<file path="config.mk">
export PLATFORM = sky130hd
export DESIGN_NAME = dram_refresh_controller
export DESIGN_NICKNAME = d
export VERILOG_FILES = /design/src/refresh_pkg.sv /design/src/dram_refresh_controller.sv /design/src/interval_timer.sv
export SDC_FILE = /design/constraint.sdc
export NUM_CORES = 1
export LEC_CHECK = 0
export BUFFER_PORTS_ARGS = -buffer_cell sky130_fd_sc_hd__buf_2
export CAP_MARGIN = 10
export CORE_MARGIN = 4
export CORE_UTILIZATION = 36
export DETAILED_ROUTE_END_ITERATION = 16
export PLACE_DENSITY = 0.58
export SYNTH_ARGS = -nofsm -noshare
export SYNTH_HDL_FRONTEND = slang
export SYNTH_SLANG_ARGS = --single-unit
</file>
<file path="constraint.sdc">
create_clock -name core_clk_i -period 5.8 [get_ports core_clk_i]
set_clock_uncertainty 0.1 [all_clocks]
set_input_delay 0 -clock core_clk_i [delete_from_list [all_inputs] [get_ports core_clk_i]]
set_output_delay 0 -clock core_clk_i [all_outputs]
set_load 0.005 [all_outputs]
</file>
<file path="src/refresh_pkg.sv">
package refresh_pkg;

   // ****************************************
   // Register map and fields
   // ****************************************
   localparam logic [7:0] REFRESH_CTRL_OFFSET = 8'h36;
   localparam int ENABLE_BIT = 7;
   localparam int WAIT_SEL_BIT = 6;
   localparam int INTERVAL_LSB = 0;
   localparam logic [7:0] REFRESH_CTRL_RESET = 8'hc0;
   localparam logic [7:0] REFRESH_CTRL_MASK = 8'hc3;

   // ****************************************
   // Timing
   // ****************************************
   localparam logic [6:0] INTERVAL_10 = 7'd10;
   localparam logic [6:0] INTERVAL_20 = 7'd20;
   localparam logic [6:0] INTERVAL_40 = 7'd40;
   localparam logic [6:0] INTERVAL_80 = 7'd80;
   localparam logic [1:0] CYCLE_SHORT = 2'd2;
   localparam logic [1:0] CYCLE_LONG = 2'd3;
   localparam int REFRESH_ADDR_W = 8;

   // Register write strobe carrier
   typedef struct packed {
      logic wr;
      logic [7:0] addr;
      logic [7:0] data;
   } reg_wr_t;

   // Refresh cycle state machine
   typedef enum logic [1:0] {
      ST_IDLE = 2'b00,
      ST_CYCLE = 2'b01
   } refresh_state_t;

endpackage : refresh_pkg

</file>
<file path="src/dram_refresh_controller.sv">
`timescale 1ns/100ps
`default_nettype none
module dram_refresh_controller (
   // Clock and reset
   input wire logic core_clk_i,
   input wire logic reset_i,
   // I/O register port
   input wire refresh_pkg::reg_wr_t io_wr_i,
   input wire logic [7:0] io_rd_addr_i,
   output logic [7:0] io_rd_data_o,
   // CPU state
   input wire logic bus_request_in_i,
   input wire logic sleep_i,
   input wire logic wait_i,
   input wire logic mcycle_end_i,
   // Refresh bus cycle
   output logic refresh_o,
   output logic refresh_wait_state_o,
   output logic [7:0] refresh_addr_o
);
   import refresh_pkg::*;

   // ****************************************
   // Control register
   // ****************************************
   logic [7:0] refresh_ctrl_reg_r;
   logic refresh_enable;
   logic refresh_wait_select;
   logic [1:0] refresh_interval_select;

   // Only implemented bits are stored, others read as zero
   always_ff @(posedge core_clk_i) begin
      if (reset_i) begin
         refresh_ctrl_reg_r <= REFRESH_CTRL_RESET;
      end else if (io_wr_i.wr && io_wr_i.addr == REFRESH_CTRL_OFFSET) begin
         refresh_ctrl_reg_r <= io_wr_i.data & REFRESH_CTRL_MASK;
      end
   end

   assign refresh_enable = refresh_ctrl_reg_r[ENABLE_BIT];
   assign refresh_wait_select = refresh_ctrl_reg_r[WAIT_SEL_BIT];
   assign refresh_interval_select = refresh_ctrl_reg_r[INTERVAL_LSB +: 2];

   // Read data registered
   always_ff @(posedge core_clk_i) begin
      if (reset_i) begin
         io_rd_data_o <= 8'h00;
      end else if (io_rd_addr_i == REFRESH_CTRL_OFFSET) begin
         io_rd_data_o <= refresh_ctrl_reg_r;
      end else begin
         io_rd_data_o <= 8'h00;
      end
   end

   // ****************************************
   // Interval timer
   // ****************************************
   logic tick;

   interval_timer u_timer (
      .core_clk_i(core_clk_i),
      .reset_i(reset_i),
      .interval_sel_i(refresh_interval_select),
      .tick_o(tick)
   );

   // ****************************************
   // Request and sleep latch
   // ****************************************
   logic pending_r;
   logic sleep_latch_r;
   logic was_sleep_r;
   logic wake_armed_r;
   logic blocked;
   logic start;
   logic done;
   refresh_state_t state_r;
   logic [1:0] cyc_cnt_r;

   // Bus release and waits hold insertion off
   assign blocked = bus_request_in_i || wait_i || sleep_i;

   // A request dropped during bus release is lost, not queued
   // A fresh tick wins over the clear so a request is only swallowed during bus release
   always_ff @(posedge core_clk_i) begin
      if (reset_i) begin
         pending_r <= 1'b0;
      end else if (tick && refresh_enable && !sleep_i) begin
         pending_r <= !bus_request_in_i;
      end else if (start || bus_request_in_i || !refresh_enable) begin
         pending_r <= 1'b0;
      end
   end

   // One-deep latch; a later sleep request just rewrites it
   always_ff @(posedge core_clk_i) begin
      if (reset_i) begin
         sleep_latch_r <= 1'b0;
      end else if (sleep_i && tick && refresh_enable) begin
         sleep_latch_r <= 1'b1;
      end else if (start && wake_armed_r) begin
         sleep_latch_r <= 1'b0;
      end else if (!refresh_enable) begin
         sleep_latch_r <= 1'b0;
      end
   end

   // Replay waits for the first machine cycle end after wake
   always_ff @(posedge core_clk_i) begin
      if (reset_i) begin
         was_sleep_r <= 1'b0;
         wake_armed_r <= 1'b0;
      end else begin
         was_sleep_r <= sleep_i;
         if (was_sleep_r && !sleep_i && sleep_latch_r) begin
            wake_armed_r <= 1'b1;
         end else if (start) begin
            wake_armed_r <= 1'b0;
         end
      end
   end

   // Start at a machine cycle end when not blocked
   assign start = (state_r == ST_IDLE) && !reset_i && !blocked && refresh_enable
      && mcycle_end_i && (pending_r || (wake_armed_r && sleep_latch_r));

   // ****************************************
   // Refresh cycle
   // ****************************************
   always_ff @(posedge core_clk_i) begin
      if (reset_i) begin
         state_r <= ST_IDLE;
         cyc_cnt_r <= 2'd0;
      end else begin
         case (state_r)
            ST_IDLE: begin
               if (start) begin
                  state_r <= ST_CYCLE;
                  cyc_cnt_r <= 2'd1;
               end
            end
            ST_CYCLE: begin
               if (done) begin
                  state_r <= ST_IDLE;
                  cyc_cnt_r <= 2'd0;
               end else begin
                  cyc_cnt_r <= cyc_cnt_r + 2'd1;
               end
            end
            default: begin
               state_r <= ST_IDLE;
               cyc_cnt_r <= 2'd0;
            end
         endcase
      end
   end

   // Length is sampled live; software should not change it mid cycle
   assign done = (state_r == ST_CYCLE) &&
      (cyc_cnt_r == (refresh_wait_select ? CYCLE_LONG : CYCLE_SHORT));

   assign refresh_o = (state_r == ST_CYCLE);
   assign refresh_wait_state_o = refresh_o && refresh_wait_select &&
      (cyc_cnt_r == CYCLE_LONG);

   // Address moves only once a bus cycle has finished
   always_ff @(posedge core_clk_i) begin
      if (reset_i) begin
         refresh_addr_o <= 8'h00;
      end else if (done) begin
         refresh_addr_o <= refresh_addr_o + 8'h01;
      end
   end

   // ****************************************
   // Checks
   // ****************************************
   a_no_refresh_off: assert property (@(posedge core_clk_i) disable iff (reset_i)
      !refresh_enable |=> !$rose(refresh_o))
      else $error("refresh started while disabled");

   a_long_cycle: assert property (@(posedge core_clk_i) disable iff (reset_i)
      (start && refresh_wait_select) |=> refresh_o [*3] ##1 !refresh_o)
      else $error("three clock refresh length wrong");

   a_short_cycle: assert property (@(posedge core_clk_i) disable iff (reset_i)
      (start && !refresh_wait_select) |=> refresh_o [*2] ##1 !refresh_o)
      else $error("two clock refresh length wrong");

   // Only checked once reset has gone, so the very first edge is not judged
   a_reset_value: assert property (@(posedge core_clk_i)
      ($past(reset_i) && !reset_i) |-> (refresh_ctrl_reg_r == REFRESH_CTRL_RESET
      && !refresh_o && refresh_addr_o == 8'h00))
      else $error("reset values wrong");

   a_blocked_start: assert property (@(posedge core_clk_i) disable iff (reset_i)
      (bus_request_in_i || sleep_i || wait_i) |=> !$rose(refresh_o))
      else $error("refresh inserted while blocked");

   a_addr_step: assert property (@(posedge core_clk_i) disable iff (reset_i)
      done |=> refresh_addr_o == $past(refresh_addr_o) + 8'h01)
      else $error("refresh address did not step");

   a_addr_hold: assert property (@(posedge core_clk_i) disable iff (reset_i)
      !done |=> $stable(refresh_addr_o))
      else $error("refresh address moved without a cycle");

   a_sleep_latch: assert property (@(posedge core_clk_i) disable iff (reset_i)
      (sleep_i && tick && refresh_enable) |=> sleep_latch_r)
      else $error("sleep request not latched");

   a_wake_replay: assert property (@(posedge core_clk_i) disable iff (reset_i)
      (wake_armed_r && sleep_latch_r && mcycle_end_i && !blocked && refresh_enable
       && state_r == ST_IDLE) |=> refresh_o)
      else $error("post sleep refresh not replayed");

endmodule : dram_refresh_controller
`default_nettype wire

</file>
<file path="src/interval_timer.sv">
`timescale 1ns/100ps
`default_nettype none
module interval_timer (
   // Clock and reset
   input wire logic core_clk_i,
   input wire logic reset_i,
   // Control
   input wire logic [1:0] interval_sel_i,
   // Request pulse
   output logic tick_o
);
   import refresh_pkg::*;

   logic [6:0] count_r;
   logic [6:0] limit;

   // Decode the selected state count
   always_comb begin
      case (interval_sel_i)
         2'b00: limit = INTERVAL_10;
         2'b01: limit = INTERVAL_20;
         2'b10: limit = INTERVAL_40;
         default: limit = INTERVAL_80;
      endcase
   end

   // Free running so bus release and sleep never disturb the phase
   always_ff @(posedge core_clk_i) begin
      if (reset_i) begin
         count_r <= 7'd0;
      end else if (count_r >= limit - 7'd1) begin
         count_r <= 7'd0;
      end else begin
         count_r <= count_r + 7'd1;
      end
   end

   assign tick_o = !reset_i && (count_r >= limit - 7'd1);

   // Request comes exactly every limit cycles
   a_tick_period: assert property (@(posedge core_clk_i) disable iff (reset_i)
      (tick_o && $stable(interval_sel_i) && interval_sel_i == 2'b00) |=>
      !tick_o [*8] ##1 !tick_o ##1 (tick_o || interval_sel_i != 2'b00))
      else $error("interval timer period wrong");

endmodule : interval_timer
`default_nettype wire

</file>
==> results.cfg, run 1 <==
[detailed_routing]
totalWireLength_mm = 3.042
via_per_inst = 4.817
ant_nets = 0
drcViolationCount = 0
drt_iter0_markers = 50
first_pass_iters = 4
avgRoutedWirePerCell_um = 11.57
via_count = 1267

[critical_path]
required_ns = 5.92
reg2reg_slack_ns = 3.15
cpMaxStageDelayCell = dlygate4sd3_1
crit_path_end = pending_r
crit_cells = 9
crit_family = buffers and inverters
startpoint_type = register
timing.rr.start = refresh_ctrl_reg_r[0]
arrival_ns = 2.78
cp.buffers_inverters = 2
path_cells = inv_1 > ha_1 > xor2_1 > ha_1 > a21oi_1 > a211o_1 > and2_1 > o31ai_1 > dlygate4sd3_1
path_class = register to register
r2r_cells = 9
crit_top_cell = ha_1
critPathMaxFanout = 6
crit_path_end_kind = register
r2r_end = pending_r
cp-startpoint = refresh_ctrl_reg_r[0]
cpPeakStageDelay_ns = 0.57

[placement]
port_buffers = 40
hpwl_mm = 2.256
pre_cts_ws_ns = 3.670
gp_congestion = 0.6982
dp.cells = 247

[layout]
n_fill_cell = 419
finalNonFillerCells = 263
final_cell_mix = buf_2 (40), dfxtp_1 (30), nor2_1 (16), ha_1 (14), nand2_1 (10)
drive_gt1_frac = 0.2535
syn2layout_area_growth_pct = 25.04
num_antenna_cells = 0
fin_util = 0.4740
nets = 257
mostFrequentLayoutCell = buf_2

[cts]
worstSkewPairLatency_ns = 0.28
htreeDepth = 2
clock-root-buffer = clkbuf_8
clk_path_buf_depth = 2
post_cts_resized = 0
postCtsSetupBuffers = 0
cts.sinks = 30
cts_tree = built
cts.clk_slew.worst_paths_ns = 0.06
cts_buffers = 5

[sta]
maxSlewHeadroom = 0.3373
hold_ws_ns = 0.01348
setup_viol = 0
period_share = 0.4573
setup_tns_ns = 0
post-route-min-period_ns = 2.653
timing.fmax_mhz = 377.0
setup_slack_ns = 3.147
tightest_slew_ns = 0.9807
hold_violations = 0
slew_violations = 0
rsz0062_at_grt = no

[global_routing]
grt_overflow = 0
grt_pass1_wl_mm = 5.092
grt_pass1_vias = 1222
antenna_found_initial = 0
gr-usage-all-layers = 0.1187
grt_max_degree = 20

[floorplan]
top_level_ports = 49
dieArea_mm2 = 0.005416
die_w_um = 73.60
num_rows = 23
initial_core_util = 0.3791
core_mm2 = 0.004086
die_h_um = 73.60

[synth]
async_reset_ff_frac = 0
synth-edff-count = 0
yosys.area.top_type = dfxtp_1
synth_top_area_share = 0.3877
syn_avg_cell_area_um2 = 9.503
ys_seq_area_frac = 0.3877
synth.area.top_cells = dfxtp_1 (39%), ha_1 (11%), nor2_1 (3.9%), mux2i_1 (3.2%), xor2_1 (2.8%)
dominantRegCellSynth = dfxtp_1
ys_seq_elements = 30
syn_inst = 163
syn_area_mm2 = 0.001549
yosysWarnings = 0
yosysUniqueCellTypes = 46

[power_and_ir_drop]
power_density_mw_per_mm2 = 210.6
power_leakage_uw = 0.0008436
vdd_drop_max_mv = 0.1063

[min_path]
holdCritPathClass = primary input to register

[run]
drv_cap = 0

[status]
status = finished, final reports clean
-- sequential cells by signal, summed over array words and instances, names as in the netlist --
| register | cells |
|---|---|
| state_r | 1 |
| wake_armed_r | 1 |
| cyc_cnt_r | 2 |
| sleep_latch_r | 1 |
| pending_r | 1 |
| io_rd_data_o | 4 |
| was_sleep_r | 1 |
| u_timer.count_r | 7 |
| refresh_addr_o | 8 |
| refresh_ctrl_reg_r | 4 |
-- routing by layer --
metal	vias up	share of wire	track usage
li1	666	-	-
met1	570	0.48	0.1491
met2	29	0.46	0.1939
met3	2	0.060	0.04514
met4	0	0.0056	0.02414
met5	-	0	0
-- through the flow --
stage               total power (µW)  cell area [µm²]
detailed placement             237.6             1765
global placement               237.2             1765
CTS                            416.3             1937
global route                   428.4             1937
floorplan                      228.5             1560
finish                         407.8             1937
-- cell usage after synthesis (2+ instances only) --
library cell,number
dfxtp_1,30
nor2_1,16
ha_1,14
nand2_1,10
a21oi_1,7
inv_1,7
and2_1,5
mux2i_1,5
nand3_1,5
nand4_1,5
xor2_1,5
and3_1,4
buf_4,4
xnor2_1,4
clkbuf_1,3
nand4b_1,3
nor2b_1,2
o21ai_1,2
o311ai_1,2
o31ai_1,2
o41ai_1,2
or2_1,2
-- worst min-delay path by stage --
stage	from	end	slack [ns]	cells past startpoint
floorplan	sleep_i	pending_r	0.004	1
global placement	io_wr_i[6]	refresh_ctrl_reg_r[6]	0.12	3
detailed placement	io_wr_i[6]	refresh_ctrl_reg_r[6]	0.12	3
CTS	reset_i	refresh_ctrl_reg_r[1]	0.02	2
global route	reset_i	refresh_addr_o[4]	0.03	2
finish	reset_i	refresh_ctrl_reg_r[0]	0.01	2
-- power by group --
group | internal [µW] | switching (µW) | total (µW)
sequential | 208 | 1.79 | 210
clock | 95.6 | 76.4 | 172
combinational | 14.3 | 11.5 | 25.8
total | 318 | 89.7 | 408
-- logic make-up (layout without fill, tap and decap cells) --
| family | Yosys count | after routing | synth area share |
|---|---|---|---|
| simple gates | 64 | 64 | 0.2399 |
| xor+xnor | 10 | 10 | 0.06139 |
| other cells | 1 | 4 | 0.002421 |
| mux | 5 | 5 | 0.03231 |
| compound gates | 22 | 22 | 0.1066 |
| flops | 30 | 30 | 0.3877 |
| buf+inv | 17 | 64 | 0.05654 |
| fa+ha+maj | 14 | 14 | 0.1131 |
-- final cells by class --
| class | count | area, µm² | share of cell area |
|---|---|---|---|
| clock inverter | 1 | 5.005 | 0.002584 |
| inverter | 8 | 30.03 | 0.01550 |
| clock buffer | 7 | 86.33 | 0.04457 |
| timing repair buffer | 48 | 280.3 | 0.1447 |
| sequential | 30 | 600.6 | 0.3101 |
| multi-input combinational | 119 | 872.1 | 0.4503 |
| tap | 50 | 62.56 | 0.03230 |
-- what timing repair did --
item                                   CTS  global route
hold buffers                             8             0
endpoints found under the hold margin   12             0
setup endpoints to repair                0             0
Power figures use the tool's default switching activity.
==> inputs of run 2 (changes only) <==
--- a/config.mk
+++ b/config.mk
@@ -10,7 +10,7 @@
 export CORE_MARGIN = 4
 export CORE_UTILIZATION = 36
 export DETAILED_ROUTE_END_ITERATION = 16
-export PLACE_DENSITY = 0.58
+export PLACE_DENSITY = 0.6
 export SYNTH_ARGS = -nofsm -noshare
 export SYNTH_HDL_FRONTEND = slang
 export SYNTH_SLANG_ARGS = --single-unit
==> constraint.sdc (replaced) <==
create_clock -name core_clk_i -period 2.35 [get_ports core_clk_i]
set_clock_uncertainty 0.1 [all_clocks]
set_input_delay 0 -clock core_clk_i [delete_from_list [all_inputs] [get_ports core_clk_i]]
set_output_delay 0 -clock core_clk_i [all_outputs]
set_load 0.005 [all_outputs]
==> run 2 against run 1 <==
  * Critical path depth is 1 lower
  * Sequential cell count did not move
  * Cell count increased by 1.5%
  * Die area is the same
  * Sequential share of layout area shrank 0.80 points
  * First-iteration DRC count down 6.0%
  * Final area up 2.6%
  * Global-route usage rose by 2.1 points
  * Via count is 1.3% higher
  * Clock power rose to 2.8 times the previous value
==> results.cfg, run 2 (same netlist as run 1, synthesis figures left out) <==
[critical_path]
reg2reg_slack_ns = 0.23
cpMaxStageDelayCell = dfxtp_1
arrival_ns = 2.22
crit_path_end = pending_r
required_ns = 2.45
r2r_cells = 8
timing.rr.start = refresh_ctrl_reg_r[0]
crit_top_cell = ha_1
path_class = register to register
path_cells = inv_1 > ha_1 > xor2_1 > ha_1 > a21oi_1 > a211o_1 > and2_1 > o31ai_1
crit_cells = 8
cpPeakStageDelay_ns = 0.42
cp-startpoint = refresh_ctrl_reg_r[0]
startpoint_type = register
cp.buffers_inverters = 1
crit_family = compound AO/OA/AOI/OAI gates
r2r_end = pending_r
crit_path_end_kind = register
critPathMaxFanout = 6

[global_routing]
gr-usage-all-layers = 0.1395
grt_pass1_vias = 1294
grt_max_degree = 19
grt_overflow = 0
grt_pass1_wl_mm = 5.664
antenna_found_initial = 0

[layout]
drive_gt1_frac = 0.2673
num_antenna_cells = 0
largest_reg_flops = 8
final_cell_mix = buf_2 (40), dfxtp_1 (30), nor2_1 (16), ha_1 (14), nand2_1 (10)
nets = 261
regMostFlops = refresh_addr_o
n_fill_cell = 402
mostFrequentLayoutCell = buf_2
reg.largest.list = refresh_addr_o x8, u_timer.count_r x7
syn2layout_area_growth_pct = 28.35

[cts]
postCtsSetupBuffers = 0
cts.clk_slew.worst_paths_ns = 0.06
post_cts_resized = 0
ctsHoldBuffers = 9
clock-root-buffer = clkbuf_8
htreeDepth = 2
cts.sinks = 30
cts_buffers = 5
cts_tree = built
clk_path_buf_depth = 2
worstSkewPairLatency_ns = 0.28

[floorplan]
top_level_ports = 49
die_w_um = 73.60
core_mm2 = 0.004086
initial_core_util = 0.3791
dieArea_mm2 = 0.005416
num_rows = 23
die_h_um = 73.60

[sta]
post-route-min-period_ns = 2.123
rsz0062_at_grt = no
hold_violations = 0
period_share = 0.9035
slew_violations = 0
hold_ws_ns = 0.01088
setup_tns_ns = 0
setup_viol = 0
timing.fmax_mhz = 471.0

[power_and_ir_drop]
vdd_drop_max_mv = 0.3750
power_density_mw_per_mm2 = 540.3
power_leakage_uw = 0.0008700
power.total_uw = 1074

[detailed_routing]
drcViolationCount = 0
via_per_inst = 4.805
via_count = 1283
avgRoutedWirePerCell_um = 12.30
ant_nets = 0
first_pass_iters = 4
drt_iter0_markers = 47
totalWireLength_mm = 3.283

[placement]
gp_congestion = 0.7515
port_buffers = 40
hpwl_mm = 2.357

[min_path]
holdCritPathClass = primary input to register

[run]
drv_cap = 0

[status]
status = finished, final reports clean
run 2: layout make-up:
cell class | count | area [µm²] | area share
Clock buffer | 8 | 110.1 | 0.05538
Inverter | 8 | 30.03 | 0.01510
Multi-Input combinational cell | 119 | 872.1 | 0.4386
Sequential cell | 30 | 600.6 | 0.3021
Tap cell | 50 | 62.56 | 0.03147
Timing Repair Buffer | 52 | 312.8 | 0.1573
run 2: routing by layer:
metal / up-vias / track usage / routed length (µm)
li1: 670 / - / -
met1: 583 / 0.1646 / 1493
met2: 25 / 0.2215 / 1583
met3: 5 / 0.05335 / 139
met4: 0 / 0.06640 / 67
met5: - / 0 / 0
run 2: worst min-delay path by stage:
stage                           from               endpoint  slack, ns  depth (start not counted)
after floorplan              sleep_i              pending_r      0.004                          1
after global placement    io_wr_i[6]  refresh_ctrl_reg_r[6]       0.12                          3
after detailed placement  io_wr_i[7]  refresh_ctrl_reg_r[7]       0.12                          3
after CTS                     wait_i              pending_r      0.002                          4
after global routing          wait_i              pending_r       0.03                          4
final                         wait_i              pending_r       0.01                          4
run 2: worst register-to-register path: cells and delay by family, from the launching register on:
| kind | cells | cell delay, ns |
|---|---|---|
| compound gates | 3 | 0.57 |
| xor+xnor | 1 | 0.16 |
| buf+inv | 1 | 0.09 |
| flops | 1 | 0.42 |
| simple gates | 1 | 0.17 |
| fa+ha+maj | 2 | 0.54 |
run 2: power breakdown:
part | total (µW) | internal, µW | leakage (µW) | switching [µW]
logic | 68.0 | 38.7 | 0.000570 | 29.3
registers | 518 | 514 | 0.000243 | 4.22
clock network | 488 | 295 | 0.0000575 | 193
run 2: through the flow:
step	setup WS [ns]	instances	utilization	instance area (µm²)
floorplan	0.3895	166	-	1560
CTS	0.2252	267	0.4865	1988
finish	0.2267	267	0.4865	1988
detailed placement	0.2218	250	0.4375	1788
global route	0.05453	267	0.4865	1988
global placement	0.2721	250	0.4375	1788
==> inputs of run 3 (changes only) <==
--- a/config.mk
+++ b/config.mk
@@ -9,7 +9,9 @@
 export CAP_MARGIN = 10
 export CORE_MARGIN = 4
 export CORE_UTILIZATION = 36
+export CTS_CLUSTER_DIAMETER = 200
 export DETAILED_ROUTE_END_ITERATION = 16
+export HOLD_SLACK_MARGIN = 0.15
 export PLACE_DENSITY = 0.6
 export SYNTH_ARGS = -nofsm -noshare
 export SYNTH_HDL_FRONTEND = slang
==> run 3 against run 2 <==
  * Clock power is essentially flat
  * Largest cell class unchanged
  * Power grew 0.20%
  * Cell count grew 3.0%
  * Sequential cell count is the same
  * Utilization grew 2.0 points
  * Critical path type unchanged
  * Combinational power grew 4.1%
  * Critical endpoint unchanged
  * Worst hold slack gained 0.20 ns
  * Clock-buffer cell count is the same
  * Highest routed layer unchanged
  * Global-route usage grew 0.59 points
  * Critical path depth is the same
  * Sequential share of layout area shrank 1.2 points
==> results.cfg, run 3 (same netlist as run 1, synthesis figures left out) <==
[status]
status = finished, final reports clean

[layout]
finalNonFillerCells = 275
num_antenna_cells = 0
drive_gt1_frac = 0.2578
nets = 269
mostFrequentLayoutCell = buf_2
regMostFlops = refresh_addr_o
reg.largest.list = refresh_addr_o x8, u_timer.count_r x7
largest_reg_flops = 8
syn2layout_area_growth_pct = 33.52
final_cell_mix = buf_2 (40), dfxtp_1 (30), dlygate4sd3_1 (17), nor2_1 (16), ha_1 (14)

[critical_path]
cp-startpoint = refresh_ctrl_reg_r[0]
cp.buffers_inverters = 1
path_cells = inv_1 > ha_1 > xor2_1 > ha_1 > a21oi_1 > a211o_1 > and2_1 > o31ai_1
arrival_ns = 2.23
crit_path_end = pending_r
crit_cells = 8
required_ns = 2.45
path_class = register to register
cpPeakStageDelay_ns = 0.43
r2r_cells = 8
reg2reg_slack_ns = 0.22
critPathMaxFanout = 6
crit_top_cell = ha_1
r2r_end = pending_r
startpoint_type = register
crit_family = compound AO/OA/AOI/OAI gates
timing.rr.start = refresh_ctrl_reg_r[0]
cpMaxStageDelayCell = dfxtp_1
crit_path_end_kind = register

[global_routing]
grt_max_degree = 19
gr-usage-all-layers = 0.1455
grt_pass1_wl_mm = 5.871
grt_overflow = 0
antenna_found_initial = 0
grt_pass1_vias = 1328

[run]
drv_cap = 0

[floorplan]
num_rows = 23
die_h_um = 73.60
initial_core_util = 0.3791
die_w_um = 73.60
dieArea_mm2 = 0.005416
core_mm2 = 0.004086
top_level_ports = 49

[placement]
hpwl_mm = 2.357
port_buffers = 40
dp.cells = 250
gp_congestion = 0.7515

[cts]
cts.sinks = 30
cts_tree = built
clock-root-buffer = clkbuf_8
worstSkewPairLatency_ns = 0.28
clk_path_buf_depth = 2
cts_buffers = 5
post_cts_resized = 0
cts.clk_slew.worst_paths_ns = 0.06
postCtsSetupBuffers = 0
htreeDepth = 2
ctsHoldBuffers = 17

[sta]
setup_tns_ns = 0
hold_violations = 0
post-route-min-period_ns = 2.133
slew_violations = 0
timing.fmax_mhz = 468.8
period_share = 0.9077
rsz0062_at_grt = no
setup_viol = 0

[detailed_routing]
first_pass_iters = 4
via_count = 1308
totalWireLength_mm = 3.435
avgRoutedWirePerCell_um = 12.49
drcViolationCount = 0
drt_iter0_markers = 41
ant_nets = 0
via_per_inst = 4.756

[min_path]
holdCritPathClass = primary input to register

[power_and_ir_drop]
power_density_mw_per_mm2 = 520.4
vdd_drop_max_mv = 0.3357
power_leakage_uw = 0.0009069
run 3: worst min path at each step:
| stage | startpoint | endpoint | slack, ns | cells after the start |
|---|---|---|---|---|
| finish | mcycle_end_i | cyc_cnt_r[0] | 0.21 | 5 |
| global route | mcycle_end_i | sleep_latch_r | 0.24 | 5 |
| CTS | mcycle_end_i | cyc_cnt_r[0] | 0.20 | 5 |
| detailed placement | io_wr_i[7] | refresh_ctrl_reg_r[7] | 0.12 | 3 |
| global placement | io_wr_i[6] | refresh_ctrl_reg_r[6] | 0.12 | 3 |
| floorplan | sleep_i | pending_r | 0.004 | 1 |
run 3: worst reg2reg max path, stage by stage (launching register included):
cell	delay [ns]
dfxtp_1	0.43
inv_1	0.09
ha_1	0.24
xor2_1	0.16
ha_1	0.30
a21oi_1	0.06
a211o_1	0.29
and2_1	0.17
o31ai_1	0.22
run 3: final cells by class:
cell class              count  area (µm²)
clock buffers               8       110.1
fillers                   399        2018
inverters                   8       30.03
multi-input cells         119       872.1
flip-flops and latches     30       600.6
well taps                  50       62.56
repair buffers             60       392.9
run 3: per-stage QoR:
| stage | hold WS, ns | util | total power, µW | instance area (µm²) | worst slack [ns] |
|---|---|---|---|---|---|
| 2_1_floorplan | 0.004085 | - | 564.0 | 1560 | 0.3895 |
| 3_3_place_gp | 0.1174 | 0.4375 | 585.1 | 1788 | 0.2721 |
| 3_5_place_dp | 0.1186 | 0.4375 | 586.4 | 1788 | 0.2218 |
| 4_1_cts | 0.1994 | 0.5061 | 1092 | 2068 | 0.2252 |
| 5_1_grt | 0.2443 | 0.5061 | 1128 | 2068 | 0.06711 |
| 6_report | 0.2101 | 0.5061 | 1076 | 2068 | 0.2169 |
run 3: power breakdown:
group | total [µW] | internal (µW) | leakage, µW | switching, µW
combinational | 70.8 | 40.8 | 0.000607 | 30.0
sequential | 518 | 514 | 0.000243 | 4.28
clock | 487 | 295 | 0.0000575 | 192
total | 1080 | 850 | 0.000907 | 226
run 3: per-layer routing:
| layer | track usage | vias to the layer above | wire length [µm] |
|---|---|---|---|
| met3 | 0.05609 | 7 | 146 |
| met4 | 0.07243 | 0 | 82 |
| met5 | 0 | - | 0 |
| met2 | 0.2352 | 24 | 1661 |
| met1 | 0.1662 | 591 | 1544 |
| li1 | - | 686 | - |
